**config.mk**
```make
export PLATFORM = sky130hd
export DESIGN_NAME = ppm_power_path
export DESIGN_NICKNAME = d
export VERILOG_FILES = /design/src/shared/ppm_pkg.sv /design/src/shared/ppm_sync_if.sv /design/src/design/ppm_pin_sync.sv /design/src/design/ppm_power_path.sv
export SDC_FILE = /design/constraint.sdc
export NUM_CORES = 1
export LEC_CHECK = 0
export BUFFER_PORTS_ARGS = -buffer_cell sky130_fd_sc_hd__buf_2
export CORE_MARGIN = 4
export CORE_UTILIZATION = 35
export CTS_CLUSTER_SIZE = 40
export DETAILED_ROUTE_END_ITERATION = 16
export SETUP_SLACK_MARGIN = 0.1
export SLEW_MARGIN = 20
export SYNTH_ARGS = -nofsm -noshare
export SYNTH_HDL_FRONTEND = slang
export SYNTH_SLANG_ARGS = --single-unit
export TNS_END_PERCENT = 30
```
**constraint.sdc**
```tcl
create_clock -name clock -period 2 [get_ports clock]
set_input_delay 0.4 -clock clock [delete_from_list [all_inputs] [get_ports clock]]
set_output_delay 0.4 -clock clock [all_outputs]
set_load 0.02 [all_outputs]
```
**src/shared/ppm_pkg.sv**
```systemverilog
// package with constants and types for the power path mode control block
package ppm_pkg;
    // ---------------------------------------------------------------
    // mode encodings
    // ---------------------------------------------------------------
    localparam logic [3:0] PPM_MODE_BAT_ONLY = 4'h0;
    localparam logic [3:0] PPM_MODE_BOOST = 4'h8;
    localparam logic [3:0] PPM_MODE_BOOST_OTG = 4'ha;
    localparam logic [3:0] PPM_MODE_NOCHG_BUCK = 4'hc;
    localparam logic [3:0] PPM_MODE_CHG_BUCK = 4'hd;
    localparam logic [3:0] PPM_MODE_WL_OTG = 4'he;
    localparam logic [3:0] PPM_MODE_WL_CHG_OTG = 4'hf;
    // ---------------------------------------------------------------
    // reset values and detail codes
    // ---------------------------------------------------------------
    localparam logic [3:0] PPM_MODE_RESET = 4'h0;
    localparam logic [2:0] PPM_BAT_DTL_OK = 3'h0;
    localparam logic [2:0] PPM_BAT_DTL_OVERCURRENT = 3'h6;
    localparam logic [3:0] PPM_CHG_DTL_OK_MASK = 4'h3;
    // ---------------------------------------------------------------
    // timing in ns and derived cycle counts at 200 MHz
    // ---------------------------------------------------------------
    localparam int PPM_CLOCK_NS = 5;
    localparam int PPM_QUALIFY_TIME_NS = 6000;
    localparam int PPM_ACTIVATION_DELAY_NS = 1000;
    localparam int PPM_QUALIFY_CYCLES = (PPM_QUALIFY_TIME_NS + PPM_CLOCK_NS - 1) / PPM_CLOCK_NS;
    localparam int PPM_ACTIVATION_CYCLES = (PPM_ACTIVATION_DELAY_NS + PPM_CLOCK_NS - 1) / PPM_CLOCK_NS;
    localparam int PPM_SYNC_STAGES = 3;
    // converter direction
    typedef enum logic [1:0] {PPM_CONV_OFF, PPM_CONV_BUCK, PPM_CONV_BOOST, PPM_CONV_STANDBY} ppm_conv_t;
endpackage

```
**src/shared/ppm_sync_if.sv**
```systemverilog
// interface carrying raw and filtered pin levels between top and synchroniser
`timescale 1ns/1ps
interface ppm_sync_if #(parameter int WIDTH = 8);
    logic [WIDTH-1:0] raw; // asynchronous pin levels
    logic [WIDTH-1:0] clean; // qualified levels
    modport filter (input raw, output clean);
    modport user (output raw, input clean);
endinterface

```
**src/design/ppm_pin_sync.sv**
```systemverilog
// three-stage synchroniser: a change counts once stages two and three agree
`timescale 1ns/1ps
module ppm_pin_sync
    import ppm_pkg::*;
#(
    parameter int WIDTH = 8
)
(
    input wire logic clock,
    input wire logic rstn,
    ppm_sync_if.filter pins
);
    logic [WIDTH-1:0] stage1; // metastability catcher, read only by stage2
    logic [WIDTH-1:0] stage2; // second stage
    logic [WIDTH-1:0] stage3; // third stage
    logic [WIDTH-1:0] held; // accepted level
    wire [WIDTH-1:0] agree = ~(stage2 ^ stage3); // stages two and three match

    // ---------------------------------------------------------------
    // shift chain and acceptance
    // ---------------------------------------------------------------
    always_ff @(posedge clock or negedge rstn)
    begin
        if (!rstn)
        begin
            stage1 <= '0;
            stage2 <= '0;
            stage3 <= '0;
            held <= '0;
        end
        else
        begin
            stage1 <= pins.raw;
            stage2 <= stage1;
            stage3 <= stage2;
            held <= (agree & stage3) | (~agree & held);
        end
    end
    assign pins.clean = held;
endmodule

```
**src/design/ppm_power_path.sv**
```systemverilog
// power path mode decode, overcurrent qualification and foldback reporting
// Summary of operation
// - limit battery current while rail under threshold
// - disconnect bit falling counts as power-up
// - hot insertion limit active after delay
// - overcurrent detection only when enabled
// - qualified overcurrent: event, clear good, detail
// - battery only plus disconnect opens switch
// - valid charger input repowers system rail in buck modes
// - adapter buck switching ignores disconnect bit
// - foldback slope handled by analog loop
// - foldback change raises event, updates status
// - charger good from detail field only
// - mode 0x00 battery only, boost standby
// - mode 0x08 battery boost
// - mode 0x0A boost with adapter otg
// - mode 0x0C buck, battery off
// - mode 0x0D buck, battery charging
// - mode 0x0E wireless buck, otg out
// - mode 0x0F wireless buck, otg, charging
// - no source, no battery: all off
// - mode setting is four bits
`timescale 1ns/1ps
module ppm_power_path
    import ppm_pkg::*;
#(
    parameter int QUALIFY_CYCLES = PPM_QUALIFY_CYCLES,
    parameter int ACTIVATION_CYCLES = PPM_ACTIVATION_CYCLES
)
(
    input wire logic clock,
    input wire logic rstn,
    input wire logic [3:0] mode_setting,
    input wire logic battery_disconnect_bit,
    input wire logic overcurrent_protect_enable,
    input wire logic [3:0] charger_detail_field,
    input wire logic adapter_valid,
    input wire logic wireless_valid,
    input wire logic battery_present,
    input wire logic rail_below_threshold,
    input wire logic discharge_over_threshold,
    input wire logic foldback_active,
    input wire logic buck_switching,
    output logic adapter_input_switch,
    output logic wireless_input_switch,
    output logic battery_switch,
    output ppm_conv_t converter_mode,
    output logic powerup_current_limit,
    output logic battery_event,
    output logic battery_good_flag,
    output logic [2:0] battery_detail_field,
    output logic charger_event,
    output logic thermal_regulation_status,
    output logic charger_good_flag
);
    // ---------------------------------------------------------------
    // pin synchronisation
    // ---------------------------------------------------------------
    localparam int NPINS = 7;
    ppm_sync_if #(.WIDTH(NPINS)) pin_bus ();
    assign pin_bus.raw = {adapter_valid, wireless_valid, battery_present, rail_below_threshold,
                          discharge_over_threshold, foldback_active, buck_switching};
    ppm_pin_sync #(.WIDTH(NPINS)) u_sync
    (
        .clock(clock),
        .rstn(rstn),
        .pins(pin_bus.filter)
    );
    wire s_adapter = pin_bus.clean[6]; // adapter valid
    wire s_wireless = pin_bus.clean[5]; // wireless valid
    wire s_battery = pin_bus.clean[4]; // battery present
    wire s_rail_low = pin_bus.clean[3]; // rail below power-up threshold
    wire s_over = pin_bus.clean[2]; // discharge above threshold
    wire s_fold = pin_bus.clean[1]; // foldback loop regulating
    wire s_buck = pin_bus.clean[0]; // buck converter switching

    // counter width helper
    function automatic int cnt_w(input int n);
        return (n < 2) ? 1 : $clog2(n + 1);
    endfunction
    localparam int QW = cnt_w(QUALIFY_CYCLES);
    localparam int AW = cnt_w(ACTIVATION_CYCLES);
    localparam logic [QW-1:0] QUALIFY_LAST = QW'(QUALIFY_CYCLES);
    localparam logic [AW-1:0] ACTIVATE_LAST = AW'(ACTIVATION_CYCLES);

    // ---------------------------------------------------------------
    // mode decode
    // ---------------------------------------------------------------
    logic next_adp; // adapter switch command
    logic next_wl; // wireless switch command
    logic next_bat_mode; // battery switch per mode
    ppm_conv_t next_conv; // converter direction
    wire any_input = s_adapter | s_wireless; // some input valid

    always_comb
    begin
        next_adp = 1'b0;
        next_wl = 1'b0;
        next_bat_mode = 1'b0;
        next_conv = PPM_CONV_OFF;
        case (mode_setting) // four-bit field
            PPM_MODE_BAT_ONLY:
            begin
                next_bat_mode = 1'b1;
                next_conv = PPM_CONV_STANDBY;
            end
            PPM_MODE_BOOST:
            begin
                next_bat_mode = 1'b1;
                next_conv = PPM_CONV_BOOST;
            end
            PPM_MODE_BOOST_OTG:
            begin
                next_adp = 1'b1;
                next_bat_mode = 1'b1;
                next_conv = PPM_CONV_BOOST;
            end
            PPM_MODE_NOCHG_BUCK:
            begin
                next_adp = s_adapter;
                next_wl = s_wireless & ~s_adapter;
                next_conv = any_input ? PPM_CONV_BUCK : PPM_CONV_OFF;
            end
            PPM_MODE_CHG_BUCK:
            begin
                next_adp = s_adapter;
                next_wl = s_wireless & ~s_adapter;
                next_bat_mode = 1'b1;
                next_conv = any_input ? PPM_CONV_BUCK : PPM_CONV_OFF;
            end
            PPM_MODE_WL_OTG:
            begin
                next_wl = s_wireless;
                next_adp = s_wireless;
                next_bat_mode = 1'b1;
                next_conv = s_wireless ? PPM_CONV_BUCK : PPM_CONV_OFF;
            end
            PPM_MODE_WL_CHG_OTG:
            begin
                next_wl = s_wireless;
                next_adp = s_wireless;
                next_bat_mode = 1'b1;
                next_conv = s_wireless ? PPM_CONV_BUCK : PPM_CONV_OFF;
            end
            default:
            begin
                next_bat_mode = 1'b1; // undefined codes fall back to battery feed
                next_conv = PPM_CONV_STANDBY;
            end
        endcase
    end

    // ---------------------------------------------------------------
    // disconnect handling and battery switch
    // ---------------------------------------------------------------
    wire adapter_buck = s_adapter & s_buck; // adapter present and buck running
    wire disconnect_effective = battery_disconnect_bit & ~adapter_buck;
    // disconnected rail is repowered once an input is valid via buck modes
    wire next_bat = s_battery & next_bat_mode & ~disconnect_effective;
    wire no_power = ~s_battery & ~any_input;

    // ---------------------------------------------------------------
    // power-up current limit
    // ---------------------------------------------------------------
    logic battery_seen; // battery present last cycle
    logic disc_seen; // disconnect bit last cycle
    logic [AW-1:0] act_count; // activation delay counter
    wire hot_insert = s_battery & ~battery_seen & ~any_input; // insertion into unpowered device
    wire disc_release = disc_seen & ~battery_disconnect_bit;
    wire act_done = (act_count == ACTIVATE_LAST);
    wire next_limit = next_bat & s_rail_low & act_done;
    logic [AW-1:0] next_act; // next activation count

    always_comb
    begin
        next_act = act_count;
        if (hot_insert)
            next_act = '0; // restart delay after hot insertion
        else if (disc_release)
            next_act = ACTIVATE_LAST; // limit immediate on software release
        else if (!act_done)
            next_act = act_count + AW'(1);
    end

    always_ff @(posedge clock or negedge rstn)
    begin
        if (!rstn)
        begin
            battery_seen <= 1'b0;
            disc_seen <= 1'b0;
            act_count <= '0;
        end
        else
        begin
            battery_seen <= s_battery;
            disc_seen <= battery_disconnect_bit;
            act_count <= next_act;
        end
    end

    // ---------------------------------------------------------------
    // overcurrent qualification
    // ---------------------------------------------------------------
    logic [QW-1:0] oc_count; // time above threshold
    logic oc_latched; // overcurrent reported
    wire oc_active = overcurrent_protect_enable & s_over & next_bat;
    wire oc_fire = oc_active & (oc_count == QUALIFY_LAST - QW'(1)) & ~oc_latched;
    wire [QW-1:0] next_oc_count = !oc_active ? '0 :
                                  (oc_count == QUALIFY_LAST) ? oc_count : oc_count + QW'(1);

    always_ff @(posedge clock or negedge rstn)
    begin
        if (!rstn)
        begin
            oc_count <= '0;
            oc_latched <= 1'b0;
        end
        else
        begin
            oc_count <= next_oc_count;
            oc_latched <= oc_fire | (oc_latched & oc_active);
        end
    end

    // ---------------------------------------------------------------
    // registered outputs
    // ---------------------------------------------------------------
    logic fold_seen; // foldback state last cycle
    wire fold_change = s_fold ^ fold_seen;
    // foldback slope itself is analog, only its status is reported
    wire next_chg_good = (charger_detail_field <= PPM_CHG_DTL_OK_MASK);
    wire next_oc_flag = oc_fire | oc_latched;

    always_ff @(posedge clock or negedge rstn)
    begin
        if (!rstn)
        begin
            adapter_input_switch <= 1'b0;
            wireless_input_switch <= 1'b0;
            battery_switch <= 1'b0;
            converter_mode <= PPM_CONV_OFF;
            powerup_current_limit <= 1'b0;
            battery_event <= 1'b0;
            battery_good_flag <= 1'b0;
            battery_detail_field <= PPM_BAT_DTL_OK;
            charger_event <= 1'b0;
            thermal_regulation_status <= 1'b0;
            charger_good_flag <= 1'b0;
            fold_seen <= 1'b0;
        end
        else
        begin
            adapter_input_switch <= next_adp & ~no_power;
            wireless_input_switch <= next_wl & ~no_power;
            battery_switch <= next_bat;
            converter_mode <= no_power ? PPM_CONV_OFF : next_conv;
            powerup_current_limit <= next_limit;
            battery_event <= oc_fire;
            battery_good_flag <= s_battery & ~next_oc_flag;
            battery_detail_field <= next_oc_flag ? PPM_BAT_DTL_OVERCURRENT : PPM_BAT_DTL_OK;
            charger_event <= fold_change;
            thermal_regulation_status <= s_fold;
            charger_good_flag <= next_chg_good;
            fold_seen <= s_fold;
        end
    end
endmodule

```
==> results of run 1 <==
[placed cells by master (no fill, tap or decap), types with 4 or more instances in the layout]
| master | instances |
|---|---|
| a21oi_1 | 14 |
| clkbuf_8 | 9 |
| nor2_1 | 7 |
| ha_1 | 4 |
| dfrtp_1 | 62 |
| nand4_1 | 8 |
| and3_1 | 4 |
| maj3_1 | 7 |
| inv_1 | 6 |
| nand3_1 | 5 |
| o21ai_0 | 9 |
| nor3_1 | 6 |
| or3_1 | 7 |
| buf_2 | 29 |
| xor2_1 | 5 |
| nand2_1 | 6 |
[cells by family (layout without fill, tap and decap cells)]
logic type / after synthesis / count (layout)
AO/OA/AOI/OAI: 35 / 35
XOR/XNOR: 6 / 6
adder cells (fa/ha/maj): 11 / 11
buffers and inverters: 9 / 53
flip-flops: 62 / 62
multiplexers: 1 / 1
other: 1 / 1
AND/OR/NAND/NOR: 67 / 67
[power by group through the flow]
stage,Combinational (W),Clock (W),Sequential [W]
after floorplan,0.000241,0,0.00149
after global placement,0.000380,0,0.00149
after detailed placement,0.000390,0,0.00149
after CTS,0.000389,0.00120,0.00147
after global routing,0.000441,0.00126,0.00148
final,0.000384,0.00117,0.00147
[through the flow]
stage	util	hold WS (ns)
2_1_floorplan	-	0.104
3_3_place_gp	0.397	0.332
3_5_place_dp	0.397	0.336
4_1_cts	0.428	0.0695
5_1_grt	0.428	0.0778
6_report	0.428	0.0543
[critical path: cells and delay by family, from the launching register on]
family / cells / cell delay (ns)
AO/OA/AOI/OAI: 1 / 0.22
flip-flops: 1 / 0.43
AND/OR/NAND/NOR: 2 / 0.66
adder cells (fa/ha/maj): 1 / 0.26
[layer usage]
layer  wire, µm  share of wire  global-route usage
met5          0              0                   0
met4         65          0.016              0.0603
met3        223          0.055              0.0315
met2       1770           0.44               0.147
met1       1960           0.49               0.145
[layout make-up]
| cell class | count | area, µm² | area share |
|---|---|---|---|
| clock buffers | 9 | 124 | 0.0428 |
| well taps | 80 | 100 | 0.0346 |
| multi-input cells | 121 | 827 | 0.286 |
| repair buffers | 32 | 180 | 0.0623 |
| flip-flops and latches | 62 | 1550 | 0.536 |
| clock inverters | 6 | 87.6 | 0.0303 |
| inverters | 6 | 22.5 | 0.00779 |
[worst min-delay path by stage]
stage / start / endpoint / slack [ns] / cells past startpoint
2_1_floorplan: rstn / async pin / 0.10 / 0
3_3_place_gp: u_sync.stage1[2] / u_sync.stage2[2] / 0.33 / 0
4_1_cts: rstn / fold_seen / 0.07 / 2
3_5_place_dp: u_sync.stage1[6] / u_sync.stage2[6] / 0.34 / 0
6_report: rstn / fold_seen / 0.05 / 2
5_1_grt: rstn / fold_seen / 0.08 / 2
==> results.yml, run 1 <==
outcome:
  status: "complete, no violations"
synth:
  synth_fa_ha_area_frac: 0.0496
  ys.flop_type: "dfrtp_1"
  ys_ff_latch: 62
  yosysMostFrequentCell: "dfrtp_1"
  synth_top_area_frac: 0.641
  synthArstFlopShare: 1.00
  syn_area_per_cell_um2: 12.6
  syn_nets: 215
  muxShareOfSynthArea: 0.00414
  synth-compound-area-share: 0.0848
  synth.area.top_cells: "dfrtp_1 (64%), a21oi_1 (2.9%), maj3_1 (2.9%), ha_1 (2.1%), nand4_1 (2.1%)"
  yosys.area_share.simple: 0.180
  synth_cell_types: 43
  syn_area_um2: 2420
  yosysWarnings: 0
  yosysSeqAreaShare: 0.641
  synth_xor_area_frac: 0.0217
  netlist_instances: 192
  synth-edff-count: 0
  synth_commonest_cells: "dfrtp_1 (62), a21oi_1 (14), o21ai_0 (9)"
  synth_top_family_by_area: "simple AND/OR/NAND/NOR gates"
  yosysTopAreaCell: "dfrtp_1"
place:
  place.gp.congestion: 0.815
  hpwl_um: 2640
  dp.cells: 301
  port_buffers: 29
  place_ws_ns: 0.354
  placed_cell_area_um2: 2680
cts:
  cts.sink_count: 62
  cts_hold_buf: 0
  htreeDepth: 3
  cts_tree: "done"
  cts-resized-gates: 0
  postCtsSetupRepairBufs: 0
  clk_latency_ns: 0.33
  clockBufferDepth: 2
  cts_root_buf: "clkbuf_8"
  cts_made_buffers: 9
  clk_pin_slew_ns: 0.08
critical_path:
  startpoint_type: "register"
  reg2reg_depth: 4
  slowest_delay_ns: 0.53
  crit_path_end: "battery_good_flag"
  cp.arrival_ns: 1.89
  critPathSlowestCell: "or4_4"
  cp_max_fo: 8
  crit_start: "oc_count[0]"
  worstSetupPathType: "reg2reg"
  cp-end-kind: "register"
  r2r_start: "oc_count[0]"
  cp_cell_sequence: "ha_1, nand3_4, or4_4, o211a_1"
  r2r_slack_ns: 0.32
  r2r-end: "battery_good_flag"
  cp.required_ns: 2.21
sta:
  setup_violations: 0
  slew_violations: 0
  period_needed_ns: 1.68
  fmax_ghz: 0.596
  fin_ws_ns: 0.323
  finalSetupTns_ns: 0
  fin_crit_sh: 0.839
  hold_viol: 0
  rsz0062_at_grt: "false"
  finClkSkew_ns: 0.00915
power:
  combPwrFrac: 0.127
  p_seq_frac: 0.486
  switching_share: 0.265
  total_power_w: 0.00302
  power_density_nw_per_um2: 1040
  ir_drop_mv: 0.358
  switching_power_w: 0.000800
  p_leak_nw: 1.23
  p_clk_frac: 0.387
  p_int_w: 0.00222
route:
  routed_wl_um: 4020
  vias_per_cell: 4.96
  first_pass_iters: 4
  drc: 0
  post_drt_wl_per_cell_um: 12.7
  via_count: 1566
  drtIter0Drc: 63
  ant_nets: 0
worst_hold_path:
  hold_class: "in2async"
floorplanning:
  ios: 33
  die-area_um2: 8310
  die_w_um: 91.2
  die_h_um: 91.2
  std_cell_rows: 30
  initial_core_util: 0.358
  core_um2: 6760
flow_run:
  cap_viol_max_count: 0
layout:
  nNetsFinal: 255
  fillers: 657
  drive_above_1_share: 0.225
  syn2layout_area_growth_pct: 19.5
  finalNonFillerCells: 316
  diodes: 0
  finalInstanceArea_um2: 2890
grt:
  grt_pass1_wl_um: 6930
  grt_overflow: 0
  grt_max_degree: 63
  track_usage: 0.105
  antenna_found_initial: 0
  grt_pass1_vias: 1439
No activity file was read; power rests on OpenSTA's default activity.
==> run 2, diff against run 1 <==
clock period = 1.4 ns   (was 2 ns; I/O delays follow)
==> results.yml, run 2 (synthesis results as in run 1) <==
outcome:
  status: "finished, violations left"
  violations: "negative setup slack"
critical_path:
  cp.arrival_ns: 1.68
  cp.required_ns: 1.61
  startpoint_type: "register"
  cp-end-kind: "register"
  cp_max_fo: 4
  reg2reg_depth: 5
  worstSetupPathType: "reg2reg"
cts:
  cts_made_buffers: 9
  cts_tree: "done"
  cts.sink_count: 62
  clockBufferDepth: 2
  cts_root_buf: "clkbuf_8"
  clk_latency_ns: 0.33
  htreeDepth: 3
  clk_pin_slew_ns: 0.07
route:
  vias_per_cell: 4.91
  drc: 0
  post_drt_wl_per_cell_um: 12.8
  first_pass_iters: 4
  via_count: 1688
  met2WireLength_um: 1950
  highest-signal-layer: "met5"
  wl_met3_um: 283
  ant_nets: 0
  routed_wl_um: 4400
  drtIter0Drc: 63
  wl_met1_um: 2100
sta:
  fin_crit_sh: 1.05
  finClkSkew_ns: 0.00754
  setup_violations: 2
  slew_violations: 0
  fmax_ghz: 0.680
  hold_viol: 0
  period_needed_ns: 1.47
  fin_ws_ns: -0.0695
  rsz0062_at_grt: "true"
  hold_slack_ns: 0.0440
power:
  total_power_w: 0.00412
  ir_drop_mv: 0.647
  p_leak_nw: 1.36
  power_density_nw_per_um2: 1290
grt:
  grt_overflow: 0
  grt_pass1_vias: 1677
  grt_pass1_wl_um: 7730
  grt_max_degree: 63
  track_usage: 0.120
  antenna_found_initial: 1
layout:
  mostFrequentLayoutCells: "dfrtp_1 (59), buf_2 (29), buf_4 (24)"
  final_common_cell: "dfrtp_1"
  utilization: 0.471
  drive_above_1_share: 0.383
  fillers: 608
  syn2layout_area_growth_pct: 31.5
  nNetsFinal: 282
  diodes: 0
worst_hold_path:
  holdPathStages: 1
  hold_class: "in2reg"
floorplanning:
  initial_core_util: 0.358
  ios: 33
  std_cell_rows: 30
  die_w_um: 91.2
  die-area_um2: 8310
  core_um2: 6760
  die_h_um: 91.2
place:
  port_buffers: 29
  place.gp.congestion: 0.854
  hpwl_um: 3000
  place_ws_ns: -0.0876
flow_run:
  cap_viol_max_count: 0
[run 2: final timing paths]
| check | from | endpoint | slack [ns] |
|---|---|---|---|
| worst max-delay path | oc_count[1] | oc_count[0] | -0.07 |
| worst min-delay path | buck_switching | u_sync.stage1[0] | 0.04 |
| worst max register to register | oc_count[1] | oc_count[0] | -0.07 |
| worst min register to register | u_sync.stage1[3] | u_sync.stage2[3] | 0.35 |
| max in group asynchronous | rstn | oc_count[1] | 0.65 |
| min in group asynchronous | rstn | oc_count[7] | 0.48 |
[run 2: repair_timing]
| item | in CTS | in global routing |
|---|---|---|
| resized for setup | 4 | 22 |
| hold buffers | 1 | 0 |
| buffers inserted | 2 | 2 |
| endpoints found under the setup margin | 17 | 21 |
| pin swaps | 9 | 4 |
| endpoints found under the hold margin | 62 | 0 |
[run 2: where the power goes]
group          internal [W]  switching [W]  leakage (nW)
clock network      0.000659       0.000745        0.0902
logic              0.000270       0.000361         0.511
registers           0.00195       0.000134         0.758
total               0.00288        0.00124          1.36
[run 2: metrics by stage]
stage | instances | setup TNS [ns] | instance area (µm²)
4_1_cts | 342 | -0.201 | 3080
3_5_place_dp | 323 | -0.206 | 2860
2_1_floorplan | 192 | -0.0947 | 2430
6_report | 344 | -0.135 | 3180
3_3_place_gp | 323 | -0.109 | 2860
5_1_grt | 344 | -0.764 | 3180
[run 2: final cells by class]
| cell class | instances | area (µm²) | share of cell area |
|---|---|---|---|
| tap | 80 | 100 | 0.0315 |
| clock buffer | 9 | 124 | 0.0389 |
| timing repair buffer | 59 | 400 | 0.126 |
| sequential | 62 | 1560 | 0.489 |
| multi-input combinational | 121 | 923 | 0.290 |
| clock inverter | 7 | 56.3 | 0.0177 |
| inverter | 6 | 22.5 | 0.00708 |
[run 2: worst max-delay path, stage by stage (launching register included)]
cell	delay (ns)
dfrtp_2	0.45
inv_2	0.08
ha_4	0.12
or4b_4	0.45
nor4_2	0.16
nor3b_1	0.09
[run 2: metal layers]
metal,global-route usage,vias up
met3,0.0522,7
met2,0.170,30
li1,-,836
met5,0,-
met1,0.153,813
met4,0.0653,2
==> run 3, diff against run 2 <==
SYNTH_HIERARCHICAL = 1   (was default)
==> results.yml, run 3 <==
cts:
  htreeDepth: 3
  cts_made_buffers: 9
  clk_pin_slew_ns: 0.08
  cts.sink_count: 62
  clk_latency_ns: 0.35
  clockBufferDepth: 2
  cts_tree: "done"
  cts_root_buf: "clkbuf_8"
grt:
  grt_overflow: 0
  track_usage: 0.128
  grt_pass1_vias: 1808
  grt_max_degree: 30
  antenna_found_initial: 0
  grt_pass1_wl_um: 8310
floorplanning:
  initial_core_util: 0.363
  core_um2: 6830
  die_h_um: 92.2
  die-area_um2: 8490
  ios: 33
  die_w_um: 92.2
  std_cell_rows: 30
layout:
  finalInstanceArea_um2: 3310
  mostFrequentLayoutCells: "dfrtp_1 (61), buf_2 (29), buf_4 (27)"
  drive_above_1_share: 0.418
  multi_input_area_um2: 992
  seq_area_um2: 1550
  diodes: 0
  nNetsFinal: 291
  syn2layout_area_growth_pct: 33.7
  final_common_cell: "dfrtp_1"
  utilization: 0.485
  fillers: 635
critical_path:
  cp.arrival_ns: 1.77
  r2r-end: "oc_count[0]"
  crit_start: "oc_count[1]"
  worstSetupPathType: "reg2reg"
  cp-end-kind: "register"
  r2r_start: "oc_count[1]"
  crit_path_end: "oc_count[0]"
  reg2reg_depth: 5
  startpoint_type: "register"
  cp.required_ns: 1.62
  r2r_slack_ns: -0.14
  cp_max_fo: 4
synth:
  yosysMostFrequentCell: "dfrtp_1"
  synth_commonest_cells: "dfrtp_1 (62), a21oi_1 (14), nand3_1 (10), o21ai_0 (10)"
  yosysTopAreaCell: "dfrtp_1"
  yosysSeqAreaShare: 0.626
  syn_area_um2: 2480
  synthArstFlopShare: 1.00
  synth.area.top_cells: "dfrtp_1 (63%), maj3_2 (3.2%), a21oi_1 (2.8%), ha_1 (2.0%), nand3_1 (2.0%)"
  synth_cell_types: 47
  netlist_instances: 201
  syn_area_per_cell_um2: 12.3
  synth_top_area_frac: 0.626
  ys_ff_latch: 62
  yosysWarnings: 6
  syn_nets: 224
  synth-edff-count: 0
  ys.flop_type: "dfrtp_1"
sta:
  fin_ws_ns: -0.143
  fin_crit_sh: 1.10
  period_needed_ns: 1.54
  setup_violations: 13
  hold_viol: 0
  finClkSkew_ns: 0.00966
  rsz0062_at_grt: "true"
  slew_violations: 0
  fmax_ghz: 0.648
route:
  ant_nets: 0
  drc: 0
  drtIter0Drc: 86
  vias_per_cell: 4.78
  first_pass_iters: 4
  post_drt_wl_per_cell_um: 13.1
  via_count: 1764
  routed_wl_um: 4850
place:
  hpwl_um: 3310
  port_buffers: 29
  placed_cell_area_um2: 2980
  place.gp.congestion: 0.820
flow_run:
  cap_viol_max_count: 0
power:
  power_density_nw_per_um2: 1300
  total_power_w: 0.00432
  ir_drop_mv: 0.990
  p_leak_nw: 1.40
outcome:
  status: "finished, violations left"
  violations: "negative setup slack"
worst_hold_path:
  hold_class: "in2reg"
## run 3: cell types whose count changed after synthesis, moves of 2 or more
| cell | change |
|---|---|
| a31oi_1 | -2 |
| maj3_2 | +7 |
| maj3_1 | -7 |
| nand4_1 | -2 |
| and3_1 | -2 |
| buf_2 | +3 |
| nand3_1 | +5 |
| or3_1 | -2 |
| nor3_1 | -2 |
| inv_1 | +3 |
| nand2_1 | +3 |
| nor2b_1 | -2 |
| nor2_1 | -2 |
| a41oi_1 | +2 |
## run 3: critical path, cell delays in order, from the launching register on
cell and delay, ns:
dfrtp_1 0.44, inv_1 0.08, ha_2 0.17, or4b_4 0.48
nor4_4 0.17, nor3b_2 0.07
## run 3: routing by layer
| layer | track usage | share of wire |
|---|---|---|
| met5 | 0 | 0 |
| met4 | 0.0557 | 0.018 |
| met3 | 0.0574 | 0.056 |
| met2 | 0.184 | 0.45 |
| met1 | 0.166 | 0.47 |
## run 3: timing repair
item,in CTS,in global routing
endpoints found under the setup margin,19,21
pin swaps,10,6
gates resized for setup,14,15
endpoints found under the hold margin,13,0
setup buffers,1,2
hold buffers,1,0
## run 3: cell type report
| class | count | share of cell area |
|---|---|---|
| flip-flops and latches | 62 | 0.469 |
| multi-input cells | 124 | 0.299 |
| well taps | 96 | 0.0363 |
| clock inverters | 6 | 0.0136 |
| repair buffers | 62 | 0.130 |
| inverters | 9 | 0.0102 |
| clock buffers | 10 | 0.0415 |
## run 3: where the power goes
group          switching (W)  total [W]  internal [W]  leakage (nW)
Clock               0.000731    0.00143      0.000698        0.0966
Combinational       0.000430   0.000814      0.000384         0.543
Sequential          0.000129    0.00208       0.00195         0.763
Total                0.00129    0.00432       0.00303          1.40
## run 3: per-stage QoR
stage / TNS (ns) / worst slack (ns) / instances / hold WS [ns]
final: -0.653 / -0.143 / 369 / 0.0338
after global routing: -1.90 / -0.225 / 369 / 0.0104
after floorplan: -0.192 / -0.0979 / 201 / -0.0156
after detailed placement: -0.328 / -0.147 / 349 / 0.232
after CTS: -0.321 / -0.130 / 367 / 0.0130
after global placement: -0.283 / -0.128 / 349 / 0.233
## run 3: worst min path at each step
stage | startpoint | end | cells after the start
2_1_floorplan | rstn | act_count[0] | 0
3_3_place_gp | rstn | charger_good_flag | 1
6_report | discharge_over_threshold | u_sync/stage1[2] | 1
4_1_cts | buck_switching | u_sync/stage1[0] | 1
5_1_grt | adapter_valid | u_sync/stage1[6] | 1
3_5_place_dp | rstn | charger_good_flag | 1
## run 3: cells by family after synthesis
family	Yosys count	synth area share
other cells	1	0.00151
flops	62	0.626
buf+inv	15	0.0273
xor+xnor	5	0.0177
compound gates	39	0.0984
mux	1	0.00404
fa+ha+maj	11	0.0520
simple gates	67	0.173
